### config.mk
export PLATFORM = sky130hd
export DESIGN_NAME = vig_host
export DESIGN_NICKNAME = d
export VERILOG_FILES = /design/src/rtl/vig_host.v
export VERILOG_INCLUDE_DIRS = /design/src /design/src/rtl
export SDC_FILE = /design/constraint.sdc
export NUM_CORES = 1
export LEC_CHECK = 0
export ABC_AREA = 1
export BUFFER_PORTS_ARGS = -buffer_cell sky130_fd_sc_hd__buf_2
export CAP_MARGIN = 20
export CORE_MARGIN = 10
export CORE_UTILIZATION = 47
export DETAILED_ROUTE_END_ITERATION = 8
export GPL_TIMING_DRIVEN = 0
export PLACE_DENSITY = 0.74
export SYNTH_ARGS = -nofsm -noshare
export SYNTH_HDL_FRONTEND = slang
export SYNTH_SLANG_ARGS = --single-unit
export TNS_END_PERCENT = 1
### constraint.sdc
create_clock -name clk_i -period 4.2 [get_ports clk_i]
set_clock_uncertainty 0.05 [all_clocks]
set_input_delay 0.84 -clock clk_i [delete_from_list [all_inputs] [get_ports clk_i]]
set_output_delay 0.84 -clock clk_i [all_outputs]
set_load 0.005 [all_outputs]
### src/rtl/vig_defines.vh
// Purpose: Constants for the vectored interrupt glue host side
// Assumes: 8-bit opcode bus, up to eight requesting peripherals
// Notes:   Restart opcodes step by 8 from the first one
`ifndef VIG_DEFINES_VH
`define VIG_DEFINES_VH

`define VIG_RST_BASE_OP    8'hC7
`define VIG_RST_STEP       8'h08
`define VIG_RST_UART_IDX   3'h4
`define VIG_RST_UART_OP    8'hE7
`define VIG_VEC_RST_BASE   16'h0000
`define VIG_VEC_UART       16'h0020
`define VIG_VEC_EDGE       16'h003C
`define VIG_VEC_MID        16'h0034
`define VIG_VEC_LOW        16'h002C
`define VIG_PRIO_EDGE      3'h2
`define VIG_PRIO_MID       3'h3
`define VIG_PRIO_LOW       3'h4
`define VIG_PRIO_VECT      3'h5
`define VIG_PRIO_NONE      3'h7
`define VIG_ACK_CYCLES     4'h2

`endif

### src/rtl/vig_host.v
// Purpose: Host-side interrupt glue and acknowledge sequencer for a UART
// Assumes: UART pin is asynchronous and synchronised here
// Notes:   Data bus split into out/oe; no tristate inside
`timescale 1ns/10ps
`include "vig_defines.vh"

module vig_host
#(
   parameter NPER = 8
)
(
   input  wire            clk_i,
   input  wire            reset_n_i,
   input  wire [NPER-1:0] uart_irq_n_i,
   input  wire            edge_irq_i,
   input  wire            mid_irq_i,
   input  wire            low_irq_i,
   input  wire            instr_done_i,
   input  wire            int_enable_i,
   output reg             vectored_irq_in_o,
   output reg             cpu_ack_n_o,
   output reg  [7:0]      data_o,
   output reg             data_oe_o,
   output reg             vec_taken_o,
   output reg  [15:0]     vec_addr_o,
   output reg  [2:0]      vec_prio_o
);

   // ------------------------------------------------------------
   // Helpers
   // ------------------------------------------------------------
   function [7:0] vig_rst_op;
      input [2:0] idx;
      begin
         vig_rst_op = `VIG_RST_BASE_OP + ({5'h00, idx} * `VIG_RST_STEP);
      end
   endfunction

   function [15:0] vig_rst_addr;
      input [7:0] op;
      begin
         vig_rst_addr = `VIG_VEC_RST_BASE + {10'h000, op[5:3], 3'h0};
      end
   endfunction

   // ------------------------------------------------------------
   // State
   // ------------------------------------------------------------
   localparam ST_IDLE   = 4'b0001;
   localparam ST_WAIT   = 4'b0010;
   localparam ST_ACK    = 4'b0100;
   localparam ST_DIRECT = 4'b1000;

   reg [3:0]      state_r;
   reg [3:0]      state_nxt;
   reg [2:0]      sel_r;
   reg [2:0]      sel_nxt;
   reg [3:0]      cnt_r;
   reg [3:0]      cnt_nxt;
   reg [NPER-1:0] grant_r;
   reg [NPER-1:0] grant_nxt;
   reg [7:0]      op_sel;
   integer        i;
   integer        j;

   // Grant in force: live pick while waiting, frozen once acknowledged
   wire [NPER-1:0] grant_now = (state_r == ST_WAIT) ? grant_nxt : grant_r;

   // ------------------------------------------------------------
   // Synchronisers
   // ------------------------------------------------------------
   reg [NPER-1:0] irq_s1_r;
   reg [NPER-1:0] irq_s2_r;
   reg [2:0]      dir_s1_r;
   reg [2:0]      dir_s2_r;
   reg            edge_d_r;
   reg            edge_pend_r;

   always @(posedge clk_i)
   begin
      if (!reset_n_i)
      begin
         irq_s1_r    <= {NPER{1'b1}};
         irq_s2_r    <= {NPER{1'b1}};
         dir_s1_r    <= 3'h0;
         dir_s2_r    <= 3'h0;
         edge_d_r    <= 1'b0;
         edge_pend_r <= 1'b0;
      end
      else
      begin
         irq_s1_r <= uart_irq_n_i;
         irq_s2_r <= irq_s1_r;
         dir_s1_r <= {edge_irq_i, mid_irq_i, low_irq_i};
         dir_s2_r <= dir_s1_r;
         edge_d_r <= dir_s2_r[2];
         // Rising edge latched; set beats clear
         if (dir_s2_r[2] && !edge_d_r)
            edge_pend_r <= 1'b1;
         else if (state_r == ST_DIRECT && sel_r == `VIG_PRIO_EDGE)
            edge_pend_r <= 1'b0;
      end
   end

   // ------------------------------------------------------------
   // Request combine
   // ------------------------------------------------------------
   wire vect_req = ~&irq_s2_r;

   // ------------------------------------------------------------
   // Sequencer
   // ------------------------------------------------------------
   // Pending priority pick; level inputs and vectored line sampled live
   always @*
   begin
      sel_nxt = `VIG_PRIO_NONE;
      if (edge_pend_r)
         sel_nxt = `VIG_PRIO_EDGE;
      else if (dir_s2_r[1])
         sel_nxt = `VIG_PRIO_MID;
      else if (dir_s2_r[0])
         sel_nxt = `VIG_PRIO_LOW;
      else if (vect_req)
         sel_nxt = `VIG_PRIO_VECT;
   end

   // Lowest-index requester gets the buffer
   always @*
   begin
      grant_nxt = {NPER{1'b0}};
      for (i = NPER - 1; i >= 0; i = i - 1)
         if (!irq_s2_r[i])
            grant_nxt = {{(NPER-1){1'b0}}, 1'b1} << i;
   end

   always @*
   begin
      op_sel = 8'h00;
      for (j = 0; j < NPER; j = j + 1)
         if (grant_now[j])
            op_sel = vig_rst_op((NPER == 1) ? `VIG_RST_UART_IDX : j[2:0]);
   end

   always @*
   begin
      state_nxt = state_r;
      cnt_nxt   = cnt_r;
      case (state_r)
         ST_IDLE:
            if (int_enable_i && sel_nxt != `VIG_PRIO_NONE)
               state_nxt = ST_WAIT;
         ST_WAIT:
            // Levels held until sampled; a withdrawn request is dropped
            if (sel_nxt == `VIG_PRIO_NONE)
               state_nxt = ST_IDLE;
            else if (instr_done_i)
            begin
               state_nxt = (sel_nxt == `VIG_PRIO_VECT) ? ST_ACK : ST_DIRECT;
               cnt_nxt   = `VIG_ACK_CYCLES;
            end
         ST_ACK:
            if (cnt_r == 4'h1)
               state_nxt = ST_IDLE;
            else
               cnt_nxt = cnt_r - 4'h1;
         ST_DIRECT:
            state_nxt = ST_IDLE;
         default:
            state_nxt = ST_IDLE;
      endcase
   end

   always @(posedge clk_i)
   begin
      if (!reset_n_i)
      begin
         state_r           <= ST_IDLE;
         sel_r             <= `VIG_PRIO_NONE;
         cnt_r             <= 4'h0;
         grant_r           <= {NPER{1'b0}};
         vectored_irq_in_o <= 1'b0;
         cpu_ack_n_o       <= 1'b1;
         data_o            <= 8'h00;
         data_oe_o         <= 1'b0;
         vec_taken_o       <= 1'b0;
         vec_addr_o        <= 16'h0000;
         vec_prio_o        <= 3'h0;
      end
      else
      begin
         state_r           <= state_nxt;
         cnt_r             <= cnt_nxt;
         vectored_irq_in_o <= vect_req;
         vec_taken_o       <= 1'b0;
         if (state_r == ST_IDLE || state_r == ST_WAIT)
            sel_r <= sel_nxt;
         if (state_r == ST_WAIT)
            grant_r <= grant_nxt;
         // Acknowledge low only for vectored service
         cpu_ack_n_o <= ~(state_nxt == ST_ACK);
         // Drive only while request and acknowledge both low
         if (state_nxt == ST_ACK && |(grant_now & ~irq_s2_r))
         begin
            data_o    <= op_sel;
            data_oe_o <= 1'b1;
         end
         else
         begin
            data_o    <= 8'h00;
            data_oe_o <= 1'b0;
         end
         if (state_r == ST_ACK && cnt_r == 4'h1)
         begin
            vec_taken_o <= 1'b1;
            vec_addr_o  <= vig_rst_addr(op_sel);
            vec_prio_o  <= `VIG_PRIO_VECT;
         end
         else if (state_r == ST_DIRECT)
         begin
            vec_taken_o <= 1'b1;
            vec_prio_o  <= sel_r;
            case (sel_r)
               `VIG_PRIO_EDGE: vec_addr_o <= `VIG_VEC_EDGE;
               `VIG_PRIO_MID:  vec_addr_o <= `VIG_VEC_MID;
               default:        vec_addr_o <= `VIG_VEC_LOW;
            endcase
         end
      end
   end

endmodule // vig_host

==> impl_metrics.tcl <==
set metrics [dict create \
    holdCritPathClass "reg2reg" \
    cts_max_level 3 \
    grt_start_max_net_pins 11 \
    end_kind "flip-flop" \
    run_status "finished, final reports clean" \
    floorplan.initialDensity_pct 48.08 \
    post-route-min-period_ns 1.931 \
    clkTransAtPathRegs_ns 0.06 \
    final_max_slew_viol_count 0 \
    postSynthCellCount 306 \
    yosys.cell_types.count 39 \
    placement.io_buffers 33 \
    number_of_diodes_added_for_antenna_fixing 0 \
    finalHoldViolCount 0 \
    worst_slew_pin_slew_ns 0.5581 \
    dieWidth_um 92.05 \
    max_freq_mhz 517.9 \
    share_seq_of_total_power_pct 49.2 \
    placement.setup.worst_slack_ns 1.920 \
    grt_util_all_layers_pct 12.00 \
    worst_r2r_startpoint "state_r[3]" \
    drive_gt1_share_pct 27.60 \
    final_critical_path_setup_slack_ns 2.269 \
    routed_wl_um 4928 \
    setup_viol 0 \
    setup_total_negative_slack_ns 0 \
    netSwitchingFraction_pct 24.23 \
    async_reset_ff_share_pct 0 \
    unrepaired_setup_endpoints_after_global_routing "false" \
    post_cts_resize_count 0 \
    route.detailed.drc 0 \
    yosys_most_used_dff "dfxtp_1" \
    cts_hold_buf 0 \
    wire_per_inst_um 11.30 \
    power-per-cell-area_mw_per_mm2 405.1 \
    final_min_period_over_clock_period_pct 45.97 \
    num-nets-final 378 \
    grt_antenna_before_repair 0 \
    post-dp-hpwl_um 3729 \
    io-pin-count 46 \
    power_report.internal_total_uw 899.0 \
    place_congestion 0.8326 \
    relative_contribution_of_combinational_cells_to_total_power_pct 8.3 \
    clk_latency_worst_skew_pair_ns 0.33 \
    first_global_vias 1872 \
    drt_first_iter_violations 113 \
    grt_remaining_overflow 0 \
    max-vdd-ir-drop_v 0.0002540 \
    synth.ff_latch_count 58 \
    net-switching-power_uw 287.5 \
    timing.slew.headroom_pct 62.79 \
    arrival_ns 2.08 \
    yosys_warnings 0 \
    hold_depth 1 \
    static_power_due_to_leakage_uw 0.001497 \
    grt_first_pass_wirelength_um 8238 \
    rows 26 \
    number_of_synthesized_flops_with_an_enable_pin 0 \
    timing.hold.worst_endpoint "irq_s2_r[0]" \
    share_clk_of_total_power_pct 42.5 \
    timing.hold.worst.start "irq_s1_r[0]" \
    clock_tree_from_tritoncts "built" \
    synthesis.area_per_instance_um2 7.973 \
    cts.path.max_buffers 2 \
    first_pass_iters 4 \
    viasPerCell 4.587 \
    postCtsSetupRepairBufs 0 \
    setup.worst_path.start_class "input port" \
    timing.critical_path.fanout_max 10 \
    cts_root_buffer "clkbuf_8" \
    reg_to_reg_slack_setup_ns 2.49 \
    tritoncts.num_buffers 9 \
    syn_area_mm2 0.002440 \
    final_core_util_pct 57.72 \
    area_growth_syn_to_layout_pct 20.05 \
    timing_worst_setup_path_type "in2reg" \
    chipHeight_um 92.05 \
    cap_viol_max_count 0 \
    worst_ep_required_time_ns 4.35 \
    floorplan.core_area_mm2 0.005075 \
    reg_to_reg_critical_path_endpoint "vec_addr_o[5]" \
    num_vias 2000 \
    r2r_worst_path_depth 13 \
    total_die_area_mm2 0.008473 \
    drt.antenna.violating_nets 0 \
    cts.sinks 58 \
    seq_area_frac_synth_pct 47.59 \
]
## Yosys cell counts, types with 2 or more instances
cell | instances | share of area [%]
inv_1 | 43 | 6.6
o21ai_1 | 3 | 0.62
a211oi_1 | 2 | 0.62
o21ai_0 | 7 | 1.4
or2_2 | 16 | 4.1
nor2_4 | 2 | 0.92
buf_4 | 16 | 4.9
nand2_1 | 55 | 8.5
ha_1 | 2 | 1.0
nor3_2 | 2 | 0.82
a21oi_1 | 13 | 2.7
nand3_1 | 14 | 2.9
clkbuf_1 | 5 | 0.77
buf_6 | 2 | 0.92
dfxtp_1 | 58 | 48
inv_2 | 5 | 0.77
o211ai_1 | 3 | 0.92
nand4_1 | 2 | 0.51
nor2_1 | 33 | 5.1
nor3_1 | 4 | 0.82
## cells in the final DEF (no fill, tap or decap), types with 3 or more instances in the layout
cell type / Yosys / layout
dfxtp_1: 58 / 58
nand2_1: 55 / 55
inv_1: 43 / 43
nor2_1: 33 / 33
buf_2: 0 / 33
or2_2: 16 / 16
buf_4: 16 / 16
nand3_1: 14 / 14
a21oi_1: 13 / 13
conb_1: 1 / 12
clkbuf_8: 0 / 10
o21ai_0: 7 / 7
clkbuf_1: 5 / 6
inv_2: 5 / 5
nor3_1: 4 / 4
o21ai_1: 3 / 3
o211ai_1: 3 / 3
clkinv_2: 0 / 3
## worst max path at each step
stage / startpoint / to / slack (ns)
after floorplan: reset_n_i / vec_addr_o[2] / 2.51
after global placement: reset_n_i / vec_addr_o[2] / 1.91
after detailed placement: reset_n_i / vec_addr_o[2] / 1.92
after CTS: reset_n_i / vec_addr_o[2] / 2.27
after global routing: reset_n_i / vec_prio_o[1] / 2.17
final: reset_n_i / vec_addr_o[2] / 2.27
## worst max-delay path: stages
cell	delay [ns]
buf_2	0.14
inv_1	0.12
clkbuf_1	0.37
clkbuf_1	0.49
nor3_1	0.12
## layer usage
layer | up-vias | track usage, % | wire, µm
met5 | - | 0 | 0
met4 | 0 | 7.326 | 126
met3 | 11 | 3.912 | 375
met2 | 65 | 18.59 | 2202
met1 | 885 | 14.09 | 2223
li1 | 1039 | - | -
## flip-flops by register name, indices dropped and copies added, names as in the netlist
register           cells
grant_r                8
vectored_irq_in_o      1
dir_s2_r               3
cpu_ack_n_o            1
state_r                4
vec_taken_o            1
dir_s1_r               3
vec_addr_o             4
cnt_r                  4
sel_r                  3
irq_s2_r               8
edge_d_r               1
irq_s1_r               8
data_oe_o              1
vec_prio_o             3
edge_pend_r            1
data_o                 4
## logic make-up after synthesis
kind of cell	count (synthesis)	synth area share (%)
AOI/OAI and AO/OA	37	9.538
adders and majority gates	2	1.025
and+or+nand+nor	135	26.98
buffers and inverters	71	14.00
DFF	58	47.59
xor gates and xnor gates	2	0.7181
other	1	0.1537
## layout make-up
type | count | area (µm²)
timing repair buffer | 33 | 165.2
fill | 497 | 2146
clock buffer | 11 | 141.4
sequential | 58 | 1161
buffer | 23 | 161.4
inverter | 48 | 180.2
multi-input combinational | 188 | 978.4
clock inverter | 5 | 53.80
tap | 70 | 87.58
## metrics by stage
step	total power, µW	area [µm²]	instances	hold slack [ns]
finish	1187	2929	436	0.3600
floorplan	666.7	2481	317	0.3405
global placement	690.8	2734	420	0.3428
global route	1241	2929	436	0.3826
CTS	1195	2929	436	0.3647
detailed placement	692.6	2734	420	0.3497
## power by group through the flow
stage	combinational, µW	clock, µW	sequential (µW)
final	98.2	505	584
after global routing	112	543	586
after CTS	97.9	514	583
after detailed placement	97.4	0	595
after global placement	95.7	0	595
after floorplan	74.1	0	593
Note: power is estimated with default switching activity, not from simulation.
